===== config.mk =====
export PLATFORM = sky130hd
export DESIGN_NAME = csb_block_buffer
export DESIGN_NICKNAME = d
export VERILOG_FILES = /design/src/csb_fifo.v /design/src/csb_block_buffer.v
export VERILOG_INCLUDE_DIRS = /design/src
export SDC_FILE = /design/constraint.sdc
export NUM_CORES = 2
export LEC_CHECK = 0
export ABC_AREA = 1
export BUFFER_PORTS_ARGS = -buffer_cell sky130_fd_sc_hd__buf_2
export CAP_MARGIN = 20
export CORE_MARGIN = 5
export CORE_UTILIZATION = 37
export CTS_CLUSTER_SIZE = 20
export DETAILED_ROUTE_END_ITERATION = 8
export PLACE_DENSITY_LB_ADDON = 0.08
export SYNTH_ARGS = -nofsm -noshare
export SYNTH_HDL_FRONTEND = slang
export SYNTH_SLANG_ARGS = --single-unit

===== constraint.sdc =====
create_clock -name core_clk -period 3.9 [get_ports core_clk]
set_input_delay 0.39 -clock core_clk [delete_from_list [all_inputs] [get_ports core_clk]]
set_output_delay 0.39 -clock core_clk [all_outputs]
set_load 0.02 [all_outputs]

===== src/csb_map.vh =====
// Constants shared by the channel status block buffer design.
// Assumes nothing of its surroundings; definitions only.
`ifndef CSB_MAP_VH
`define CSB_MAP_VH

// Register port address width and data width.
`define CSB_ADDR_W        7
`define CSB_DATA_W        8

// Host-side buffer window: 24 words of A byte then B byte.
`define CSB_EBUF_BASE     7'h20
`define CSB_EBUF_END      7'h50
`define CSB_BLOCK_BYTES   24
`define CSB_LAST_BYTE     5'h17

// Control and status registers.
`define CSB_CTRL_ADDR     7'h12
`define CSB_STAT_ADDR     7'h13
`define CSB_CTRL_INHIBIT  0
`define CSB_CTRL_EVT_EN   1
`define CSB_STAT_EVENT    0
`define CSB_STAT_FIFO_MT  1
`define CSB_CTRL_RESET    8'h00

// Subframes per block (192 frames of A and B) and last index.
`define CSB_SUBFRAMES     9'h180
`define CSB_LAST_SUB      9'h17f

// External sync must stay high this many clocks to be honoured.
`define CSB_SYNC_MIN      2'h3

// Check byte polynomial and preset.
`define CSB_CRC_POLY      8'h1d
`define CSB_CRC_INIT      8'hff

// Write queue depth.
`define CSB_FIFO_DEPTH    8

`endif


===== src/csb_fifo.v =====
// Small synchronous FIFO with valid and ready on both sides.
// Assumes one clock and a synchronous active-low reset.
`timescale 1ns/1ps
`default_nettype none

module csb_fifo #(
    parameter WIDTH = 15,
    parameter DEPTH = 8,
    parameter AW    = 3
) (
    input  wire             core_clk,
    input  wire             rst_n,
    input  wire [WIDTH-1:0] inData,
    input  wire             inValid,
    output reg              inReady,
    output wire [WIDTH-1:0] outData,
    output wire             outValid,
    input  wire             outReady
);

    reg [WIDTH-1:0] mem [0:DEPTH-1];   // Storage words.
    reg [AW-1:0]    wrPtr_reg;         // Next slot to fill.
    reg [AW-1:0]    rdPtr_reg;         // Next slot to drain.
    reg [AW:0]      count_reg;         // Words held.
    wire            doPush;            // Word accepted this cycle.
    wire            doPop;             // Word removed this cycle.
    wire [AW:0]     count_next;        // Occupancy after this cycle.

    assign doPush     = inValid && inReady;
    assign doPop      = outValid && outReady;
    assign outValid   = (count_reg != {(AW+1){1'b0}});
    assign outData    = mem[rdPtr_reg];
    assign count_next = count_reg + {{AW{1'b0}}, doPush} - {{AW{1'b0}}, doPop};

    ////////////////////////////////////////////////////////////////////////////
    // Pointers, occupancy and a registered ready, so the filling side sees
    // full honestly one cycle after the last slot is taken.
    always @(posedge core_clk)
    begin
        if (!rst_n)
        begin
            wrPtr_reg <= {AW{1'b0}};
            rdPtr_reg <= {AW{1'b0}};
            count_reg <= {(AW+1){1'b0}};
            inReady   <= 1'b1;
        end
        else
        begin
            if (doPush)
            begin
                wrPtr_reg <= (wrPtr_reg == DEPTH - 1) ? {AW{1'b0}} : wrPtr_reg + 1'b1;
            end
            if (doPop)
            begin
                rdPtr_reg <= (rdPtr_reg == DEPTH - 1) ? {AW{1'b0}} : rdPtr_reg + 1'b1;
            end
            count_reg <= count_next;
            inReady   <= (count_next < DEPTH);
        end
    end

    // Storage is written without reset; only occupied slots are ever read.
    always @(posedge core_clk)
    begin
        if (doPush)
        begin
            mem[wrPtr_reg] <= inData;
        end
    end

endmodule // csb_fifo

`default_nettype wire


===== src/csb_block_buffer.v =====
// Channel status block buffer: host-side buffer, transmit-side buffer,
// block transfers with check byte, and block-start sync pin handling.
// Assumes subframeStrobe comes from transmitter logic on core_clk and that
// subframes are more than 30 clocks apart.
//
// Notes on behaviour
// - Sync pin aligns outputs at block boundaries.
// - Hold 384 status bits; user bits excluded.
// - Status handled in whole, resynchronised blocks.
// - Two cascaded block buffers, host then transmit.
// - Byte MSB is the earliest bit sent.
// - Byte zero at 20h, MSB is pro flag.
// - Host reads and writes the host-side buffer.
// - Transmit buffer alone feeds serial status bits.
// - Each transfer sets event, enable gates interrupt.
// - Inhibit bit blocks all buffer transfers.
// - Pro block gets check byte generated automatically.
// - Check byte also for serially entered status.
// - Driven sync high through first subframe only.
// - 24 words, A upper byte, B lower byte.
`timescale 1ns/1ps
`default_nettype none
`include "csb_map.vh"

module csb_block_buffer #(
    parameter FIFO_DEPTH = `CSB_FIFO_DEPTH
) (
    input  wire       core_clk,
    input  wire       rst_n,
    input  wire [6:0] regAddr,
    input  wire [7:0] regWrData,
    input  wire       regWrite,
    output wire       regWrReady,
    input  wire       regRead,
    output reg  [7:0] regRdData,
    output reg        regRdValid,
    input  wire       subframeStrobe,
    output reg        txStatusBit,
    output reg        txStatusBitIsB,
    output reg        xferIrq,
    input  wire       block_start_sync_direction,
    input  wire       blockStartSyncIn,
    output reg        blockStartSyncOut,
    output reg        blockStartSyncOe,
    input  wire       pinConfigMode,
    input  wire       serialStatusIn
);

    ////////////////////////////////////////////////////////////////////////////
    // Helper functions.

    // One byte through the check polynomial, MSB first as transmitted.
    function [7:0] crc_byte;
        input [7:0] crcIn;
        input [7:0] dataIn;
        integer     i;
        reg   [7:0] c;
        begin
            c = crcIn;
            for (i = 7; i >= 0; i = i - 1)
            begin
                c = (c[7] ^ dataIn[i]) ? ({c[6:0], 1'b0} ^ `CSB_CRC_POLY) : {c[6:0], 1'b0};
            end
            crc_byte = c;
        end
    endfunction

    // True when an address falls inside the host-side buffer window.
    function is_ebuf;
        input [6:0] a;
        begin
            is_ebuf = (a >= `CSB_EBUF_BASE) && (a < `CSB_EBUF_END);
        end
    endfunction

    // Word index of a buffer address; bit 0 of the address picks the lane.
    function [4:0] ebuf_word;
        input [6:0] a;
        reg   [6:0] d;
        begin
            d = a - `CSB_EBUF_BASE;
            ebuf_word = d[5:1];
        end
    endfunction

    ////////////////////////////////////////////////////////////////////////////
    // Declarations.

    reg  [7:0]  eBufA [0:23];        // Host-side buffer, channel A lane.
    reg  [7:0]  eBufB [0:23];        // Host-side buffer, channel B lane.
    reg  [7:0]  fBufA [0:23];        // Transmit-side buffer, channel A.
    reg  [7:0]  fBufB [0:23];        // Transmit-side buffer, channel B.
    reg  [7:0]  ctrl_reg;            // Inhibit and event enable.
    reg         event_reg;           // Sticky transfer event.
    reg  [8:0]  subCount_reg;        // Subframe position inside the block.
    reg         xferActive_reg;      // Transfer engine running.
    reg  [4:0]  xferIdx_reg;         // Byte being copied.
    reg  [7:0]  crcA_reg;            // Running check byte, channel A.
    reg  [7:0]  crcB_reg;            // Running check byte, channel B.
    reg  [1:0]  syncHigh_reg;        // Clocks the sync input has been high.
    reg         syncPending_reg;     // External block restart armed.
    reg  [1:0]  dirSync_reg;         // Direction strap synchroniser.
    reg  [1:0]  syncInSync_reg;      // Sync input synchroniser.
    reg  [1:0]  modeSync_reg;        // Pin mode synchroniser.
    reg  [1:0]  serSync_reg;         // Serial status synchroniser.
    wire [14:0] qData;               // Queued write: address and data.
    wire        qValid;              // Queued write available.
    wire        serialWrite;         // Serial bit lands in buffer now.
    wire        qReady;              // Drain the queue this cycle.
    wire        restart;             // This strobe opens a new block.
    wire [8:0]  curSub;              // Subframe index of this strobe.
    wire [7:0]  frameIdx;            // Frame number inside the block.
    wire [4:0]  bitByte;             // Byte holding the current bit.
    wire [2:0]  bitPos;              // Bit position, MSB sent first.
    wire [4:0]  rdWord;              // Word index for reads.
    wire [4:0]  qWord;               // Word index for queued writes.

    assign restart     = syncPending_reg && !dirSync_reg[1];
    assign curSub      = restart ? 9'h000 : subCount_reg;
    assign frameIdx    = curSub[8:1];
    assign bitByte     = frameIdx[7:3];
    assign bitPos      = 3'h7 - frameIdx[2:0];
    assign serialWrite = modeSync_reg[1] && subframeStrobe;
    assign qReady      = !xferActive_reg && !serialWrite;
    assign rdWord      = ebuf_word(regAddr);
    assign qWord       = ebuf_word(qData[14:8]);

    ////////////////////////////////////////////////////////////////////////////
    // Host writes queue here; a full queue pushes back on the host.
    csb_fifo #(
        .WIDTH    (15),
        .DEPTH    (FIFO_DEPTH),
        .AW       (3)
    ) u_wr_fifo (
        .core_clk (core_clk),
        .rst_n    (rst_n),
        .inData   ({regAddr, regWrData}),
        .inValid  (regWrite),
        .inReady  (regWrReady),
        .outData  (qData),
        .outValid (qValid),
        .outReady (qReady)
    );

    ////////////////////////////////////////////////////////////////////////////
    // Pin synchronisers; every pin passes two flops before use.
    always @(posedge core_clk)
    begin
        if (!rst_n)
        begin
            dirSync_reg    <= 2'h0;
            syncInSync_reg <= 2'h0;
            modeSync_reg   <= 2'h0;
            serSync_reg    <= 2'h0;
        end
        else
        begin
            dirSync_reg    <= {dirSync_reg[0], block_start_sync_direction};
            syncInSync_reg <= {syncInSync_reg[0], blockStartSyncIn};
            modeSync_reg   <= {modeSync_reg[0], pinConfigMode};
            serSync_reg    <= {serSync_reg[0], serialStatusIn};
        end
    end

    ////////////////////////////////////////////////////////////////////////////
    // Host-side buffer: queued host writes, or serial bits in pin mode.
    // Reset clears it so an untouched block goes out as all zeros.
    always @(posedge core_clk)
    begin : ebuf_write
        integer k;
        if (!rst_n)
        begin
            for (k = 0; k < `CSB_BLOCK_BYTES; k = k + 1)
            begin
                eBufA[k] <= 8'h00;
                eBufB[k] <= 8'h00;
            end
        end
        else if (serialWrite)
        begin
            // Serial bits fill the buffer in send order.
            if (curSub[0])
            begin
                eBufB[bitByte][bitPos] <= serSync_reg[1];
            end
            else
            begin
                eBufA[bitByte][bitPos] <= serSync_reg[1];
            end
        end
        else if (qValid && qReady && is_ebuf(qData[14:8]))
        begin
            // Even address is the A byte, odd the B byte.
            if (qData[8])
            begin
                eBufB[qWord] <= qData[7:0];
            end
            else
            begin
                eBufA[qWord] <= qData[7:0];
            end
        end
    end

    ////////////////////////////////////////////////////////////////////////////
    // Control and status. A transfer finishing in the cycle of a clear wins.
    always @(posedge core_clk)
    begin
        if (!rst_n)
        begin
            ctrl_reg  <= `CSB_CTRL_RESET;
            event_reg <= 1'b0;
            xferIrq   <= 1'b0;
        end
        else
        begin
            if (qValid && qReady && qData[14:8] == `CSB_CTRL_ADDR)
            begin
                ctrl_reg <= qData[7:0];
            end
            if (xferActive_reg && xferIdx_reg == `CSB_LAST_BYTE)
            begin
                event_reg <= 1'b1;
            end
            else if (qValid && qReady && qData[14:8] == `CSB_STAT_ADDR
                     && qData[`CSB_STAT_EVENT])
            begin
                event_reg <= 1'b0;
            end
            xferIrq <= event_reg && ctrl_reg[`CSB_CTRL_EVT_EN];
        end
    end

    ////////////////////////////////////////////////////////////////////////////
    // Register reads answer one cycle after the strobe.
    always @(posedge core_clk)
    begin
        if (!rst_n)
        begin
            regRdData  <= 8'h00;
            regRdValid <= 1'b0;
        end
        else
        begin
            regRdValid <= regRead;
            if (!regRead)
            begin
                regRdData <= 8'h00;
            end
            else if (is_ebuf(regAddr))
            begin
                regRdData <= regAddr[0] ? eBufB[rdWord] : eBufA[rdWord];
            end
            else if (regAddr == `CSB_CTRL_ADDR)
            begin
                regRdData <= ctrl_reg;
            end
            else if (regAddr == `CSB_STAT_ADDR)
            begin
                regRdData <= {6'h00, !qValid, event_reg};
            end
            else
            begin
                // Unmapped addresses read as zero.
                regRdData <= 8'h00;
            end
        end
    end

    ////////////////////////////////////////////////////////////////////////////
    // Subframe position, external restart and the driven sync pin.
    always @(posedge core_clk)
    begin
        if (!rst_n)
        begin
            subCount_reg      <= 9'h000;
            syncHigh_reg      <= 2'h0;
            syncPending_reg   <= 1'b0;
            blockStartSyncOut <= 1'b0;
            blockStartSyncOe  <= 1'b0;
        end
        else
        begin
            blockStartSyncOe <= dirSync_reg[1];
            // Count high clocks; three or more arm a restart.
            if (!syncInSync_reg[1] || dirSync_reg[1])
            begin
                syncHigh_reg <= 2'h0;
            end
            else if (syncHigh_reg != `CSB_SYNC_MIN)
            begin
                syncHigh_reg <= syncHigh_reg + 2'h1;
            end
            if (subframeStrobe)
            begin
                syncPending_reg <= 1'b0;
            end
            else if (syncHigh_reg == `CSB_SYNC_MIN && !dirSync_reg[1])
            begin
                syncPending_reg <= 1'b1;
            end
            if (subframeStrobe)
            begin
                subCount_reg <= (curSub == `CSB_LAST_SUB) ? 9'h000 : curSub + 9'h001;
                // High for the whole first subframe only.
                blockStartSyncOut <= dirSync_reg[1] && (curSub == 9'h000);
            end
            else if (!dirSync_reg[1])
            begin
                blockStartSyncOut <= 1'b0;
            end
        end
    end

    ////////////////////////////////////////////////////////////////////////////
    // Serial status bit for each subframe comes from the transmit buffer.
    always @(posedge core_clk)
    begin
        if (!rst_n)
        begin
            txStatusBit    <= 1'b0;
            txStatusBitIsB <= 1'b0;
        end
        else if (subframeStrobe)
        begin
            txStatusBitIsB <= curSub[0];
            txStatusBit    <= curSub[0] ? fBufB[bitByte][bitPos]
                                        : fBufA[bitByte][bitPos];
        end
    end

    ////////////////////////////////////////////////////////////////////////////
    // Transfer engine: starts once the last subframe of a block is taken, so
    // the next block opens on fresh contents and none is ever mixed. A sync
    // restart mid-block sends the rest of the old block from its start; that
    // trade keeps the copy tied to one boundary only.
    always @(posedge core_clk)
    begin
        if (!rst_n)
        begin
            xferActive_reg <= 1'b0;
            xferIdx_reg    <= 5'h00;
            crcA_reg       <= `CSB_CRC_INIT;
            crcB_reg       <= `CSB_CRC_INIT;
        end
        else if (!xferActive_reg)
        begin
            xferIdx_reg <= 5'h00;
            crcA_reg    <= `CSB_CRC_INIT;
            crcB_reg    <= `CSB_CRC_INIT;
            if (subframeStrobe && curSub == `CSB_LAST_SUB
                && !ctrl_reg[`CSB_CTRL_INHIBIT])
            begin
                xferActive_reg <= 1'b1;
            end
        end
        else
        begin
            crcA_reg    <= crc_byte(crcA_reg, eBufA[xferIdx_reg]);
            crcB_reg    <= crc_byte(crcB_reg, eBufB[xferIdx_reg]);
            xferIdx_reg <= xferIdx_reg + 5'h01;
            if (xferIdx_reg == `CSB_LAST_BYTE)
            begin
                xferActive_reg <= 1'b0;
            end
        end
    end

    // Transmit buffer loads only from the engine, one byte pair per cycle.
    always @(posedge core_clk)
    begin : fbuf_write
        integer k;
        if (!rst_n)
        begin
            for (k = 0; k < `CSB_BLOCK_BYTES; k = k + 1)
            begin
                fBufA[k] <= 8'h00;
                fBufB[k] <= 8'h00;
            end
        end
        else if (xferActive_reg)
        begin
            // Professional block: last byte is the check byte.
            fBufA[xferIdx_reg] <= (xferIdx_reg == `CSB_LAST_BYTE && eBufA[0][7])
                                  ? crcA_reg : eBufA[xferIdx_reg];
            fBufB[xferIdx_reg] <= (xferIdx_reg == `CSB_LAST_BYTE && eBufB[0][7])
                                  ? crcB_reg : eBufB[xferIdx_reg];
        end
    end

endmodule // csb_block_buffer

`default_nettype wire


## Word level (Yosys, flattened, before mapping)

Memories as Yosys holds them, arrays and structs flattened. A register that Yosys moved wholly into a read port is not among the register bits.
Index checks and enable logic that the tools add are counted.

| word-level totals | value |
|---|---|
| flip-flop bits (word level) | 76 |
| bits in latches | 0 |
| bits in writable memories | 888 |
| bits in read-only memories | 0 |
| input port bits | 24 |
| output and inout bits | 15 |
| logic and storage cells | 216 |
| memories kept | 5 |

Memory list:

| memory | words | bits a word | read ports | clocked after memory_dff | write ports | RTL line | RTL |
|---|---|---|---|---|---|---|---|
| eBufA | 24 | 8 | 3 | 1 | 24 | csb_block_buffer.v:89 | `reg [7:0] eBufA [0:23];` |
| eBufB | 24 | 8 | 3 | 1 | 24 | csb_block_buffer.v:90 | `reg [7:0] eBufB [0:23];` |
| fBufA | 24 | 8 | 1 | 0 | 24 | csb_block_buffer.v:91 | `reg [7:0] fBufA [0:23];` |
| fBufB | 24 | 8 | 1 | 0 | 24 | csb_block_buffer.v:92 | `reg [7:0] fBufB [0:23];` |
| u_wr_fifo.mem | 8 | 15 | 1 | 1 | 1 | csb_fifo.v:21 | `reg [WIDTH-1:0] mem [0:DEPTH-1];` |

| operators by class | value |
|---|---|
| add/subtract/negate cells | 10 |
| $mul | 0 |
| div/mod/pow operators | 0 |
| $lt $le $gt $ge | 7 |
| equality and inequality tests | 11 |
| shift operators | 0 |
| muxes and demuxes | 86 |
| bitwise gates (word level) | 33 |
| reductions and logical operators | 40 |

Operator list:

| kind | number |
|---|---|
| 8-bit two-way mux | 17 |
| 5-bit two-way mux | 24 |
| 4-bit NOT | 16 |
| 8-bit OR reduction | 6 |
| 1-bit two-way mux | 35 |
| 7-bit by 5-bit equality test with 1-bit output, second input constant | 4 |
| 1-bit logical AND | 20 |
| 9-bit two-way mux | 2 |
| 1-bit XOR | 16 |
| 7-bit by 6-bit greater-or-equal comparator with 1-bit output, second input constant | 2 |
| 7-bit < comparator, second input constant | 2 |
| 3-bit two-way mux | 4 |
| 6-bit subtractor, second input constant | 2 |
| 9-bit by 1-bit adder with 9-bit output, second input constant | 1 |
| 9-bit equality test, second input constant | 1 |
| 9-bit logical NOT | 1 |
| 3-bit by 1-bit adder with 3-bit output, second input constant | 2 |
| 1-bit binary-select mux with 3-bit select | 2 |
| 3-bit equality test, second input constant | 2 |
| 1-bit logical NOT | 6 |
| 5-bit by 1-bit adder with 5-bit output, second input constant | 1 |
| 5-bit equality test, second input constant | 1 |
| 4-bit by 1-bit adder with 4-bit output | 1 |
| 3-bit by 4-bit < comparator with 1-bit output, second input constant | 1 |
| other kinds (15) | 18 |

## Longest topological paths before layout

| logic depth | value |
|---|---|
| depth after elaboration | 16 |
| gate-level depth with buffers | 24 |
| depth with buffers taken out | 21 |

## Modules after synthesis

A second synthesis with hierarchy kept.

| second synthesis, totals | value |
|---|---|
| cells, all modules | 7475 |
| area total of the unflattened synthesis | 63758.6 µm² |

By module, submodules not included:

| module | instances | cells each | area each (µm²) | seq. area each (µm²) |
|---|---|---|---|---|
| csb_block_buffer | 1 | 6859 | 57797.9 | 32050.7 |
| csb_fifo | 1 | 616 | 5960.7 | 3883.7 |

## Worst setup path before layout

Ideal clock, no wire load.

| timing path | value |
|---|---|
| path type | register to register |
| start point | reg xferIdx_reg[0] |
| end point | mem fBufA[0][0] (enable) |
| arrival | 2446 ps |
| required time | 3528 ps |
| setup slack | 1083 ps |
| stages on the path, launching flop included | 13 |
| clock period less this slack | 2817 ps |
| cells stage by stage | dfxtp_1 buf_2 inv_1 buf_2 buf_2 buf_2 clkbuf_1 ha_1 nand2_1 inv_2 nand2_1 clkbuf_1 nand2_1 |

RTL lines:

| what | RTL line | RTL |
|---|---|---|
| start, declared | csb_block_buffer.v:97 | `reg [4:0] xferIdx_reg;` |
| start signal, assigned | csb_block_buffer.v:361 | `xferIdx_reg <= xferIdx_reg + 5'h01;` |
| end, declared | csb_block_buffer.v:91 |  |

==> run metrics <==
Reg area=35,940 um^2; clk_lat worst skew=0.80 ns; grt ovf=0; Num CTS Buffers=145; Static Leakage=27.77 nW; Cell Pwr Density=519.5 nW/um^2; Tcrit/Tclk final=96.12%; Mapped Area=63,700 um^2; Clock Sinks=1,223; Remaining DRCs=0; Max FO, Critical Path=8; Initial Utilization=37.18%; CORE AREA=171,400 um^2; Yosys reg bits=1,223; Worst EP required=4.38 ns; Area Growth Syn to Fin=14.11%; critical path capture point type=flop; Root Driver=clkbuf_16; input/output buffers=38; DR pass1 iterations=6; first-pass GRT wire length=344.9 mm; All-Layer GR Usage=25.53%; minimum clock period=3.749 ns; kind of critical path=flop to flop; Synth area leader=edfxtp_1; area occupied by multi-input gates=23,970 um^2; die width=424.9 um; vias=53,870; register area share after synthesis=56.41%; Most used DFF post-synth=edfxtp_1; initial DRC count=5,394; Min-Delay Path Class=input port to flop; FF-to-FF path depth=8; layout cells sized above 1=8.799%; via count of the first global-routing pass=50,960; Die Area=180,600 um^2; Synth Area per Inst=8.532 um^2; Async SR Flop Fraction=0%; CTS Buffer Depth=3; H-tree Lvls=4; slew of the pin with the lowest slew margin=1.016 ns; vias per inst=5.488; synth warn=0; # rows=152; top cell type's share of synthesized area=53.93%; antenna violations before repair=8; worst hold path depth=1; Wirelength per Cell=23.94 um; largest net degree at the start of global routing=174; slew margin rel.=32.08%; final net count=7,430; Final Max Slew Viols=0; routability cong.=0.8536; clock-pin slew on the worst setup and hold paths=0.06 ns; largest cells by area after synthesis=edfxtp_1 54%, nand2_1 9.8%, nor2_1 8.2%; post-route ant nets=0; Syn Nets=7,508; Mapped Cells=7,467; maximum vdd drop=0.4425 mV; leading cell type in the layout, fill and taps excluded=nand2_1; overall routed net length=235.0 mm; Max Cap Viol=0; Die H=424.9 um; CP Data Arrival Time=4.22 ns; TritonCTS clock tree=yes; Final Setup Violations=0; Fill cells=16,880; Yosys cell types=48; Startpoint Class=flop; clock skew=0.03531 ns; Hold WS=0.1035 ns; status=finished clean; FMAX=0.2668 GHz; final hold vios=0; number of synthesized flops with an enable pin=1,144; Detail Placement HPWL=146.4 mm; I/O pin count=39; RSZ-0062 raised after global routing=false; most frequent cells in the layout=1,652 x nand2_1, 1,370 x nor2_1, 1,144 x edfxtp_1, 730 x nand3_1, 536 x o21ai_0; Setup TNS Final=0 ns
cell usage after synthesis (10+ instances only):
library cell  number
a21oi_1          217
a31oi_1           10
buf_1             62
buf_2            128
buf_4             27
clkbuf_1         373
clkinv_1          24
dfxtp_1           79
edfxtp_1        1144
ha_1              16
inv_1            405
inv_2             12
mux2i_1           57
nand2_1         1656
nand3_1          730
nand4_1           33
nor2_1          1390
nor2_2            12
nor3_1           145
o211ai_1         153
o21a_1            31
o21ai_0          536
o21ai_1           41
o22ai_1          109
or2_2             11
logic make-up after synthesis:
kind of cell	synth area share [%]
flops	56.41
fa+ha+maj	0.3457
mux	0.8956
xor+xnor	0.1512
compound gates	10.02
buf+inv	6.530
simple gates	25.65
final timing paths:
| path | endpoint | from | slack [ns] |
|---|---|---|---|
| hold reg to reg | modeSync_reg[1] | modeSync_reg[0] | 0.41 |
| setup reg to reg | eBufA[27][3] | syncPending_reg | 0.15 |
| hold / removal | u_wr_fifo.mem[1][10] | regAddr[2] | 0.10 |
| setup / recovery | eBufA[27][3] | syncPending_reg | 0.15 |
through the flow:
| stage | utilization [%] | area, um^2 | setup WS, ns | total power [mW] | std cells |
|---|---|---|---|---|---|
| 2_1_floorplan | - | 63700 | 1.083 | 20.59 | 7467 |
| 3_3_place_gp | 39.54 | 67760 | 0.3315 | 24.26 | 9532 |
| 3_5_place_dp | 39.54 | 67760 | 0.3111 | 24.30 | 9532 |
| 4_1_cts | 42.38 | 72630 | 0.2833 | 37.90 | 9809 |
| 5_1_grt | 42.42 | 72690 | 0.02367 | 39.24 | 9812 |
| 6_report | 42.42 | 72690 | 0.1513 | 37.77 | 9815 |
area by class of cell:
cell class | instances | share of cell area [%]
sequential | 1223 | 49.44
multi-input combinational | 5210 | 32.98
timing repair buffer | 367 | 4.823
clock buffer | 181 | 5.220
antenna | 4 | 0.01377
clock inverter | 78 | 1.227
tap | 2310 | 3.976
inverter | 442 | 2.317
where the power goes:
part	leakage, nW	total (mW)	switching (mW)	internal (mW)
combinational	13.7	8.91	6.91	2.00
sequential	11.8	15.3	0.221	15.1
clock	2.26	13.6	5.85	7.72
per-layer routing:
metal	share of wire [%]	track usage (%)	vias up	wire, um
met5	0	0	-	0
met4	3.6	9.042	0	8557
met3	6.7	3.764	368	15690
met2	47	41.65	2003	109700
met1	43	34.75	26380	101000
li1	-	-	25120	-
worst max-delay path, cell delays in order (launching register included):
cell	delay, ns
dfxtp_1	0.35
inv_1	0.04
nor2_1	0.33
nor2_1	0.18
nor3_1	0.72
clkinv_1	0.45
o21ai_2	0.61
clkinv_1	0.43
nor3_1	0.30
repair_timing:
item,CTS,global route
resized for setup,0,5
hold buffers,18,0
hold endpoints to repair,87,0
setup endpoints to repair,0,21
setup buffers,0,2
Note: power is estimated with default switching activity, not from simulation.
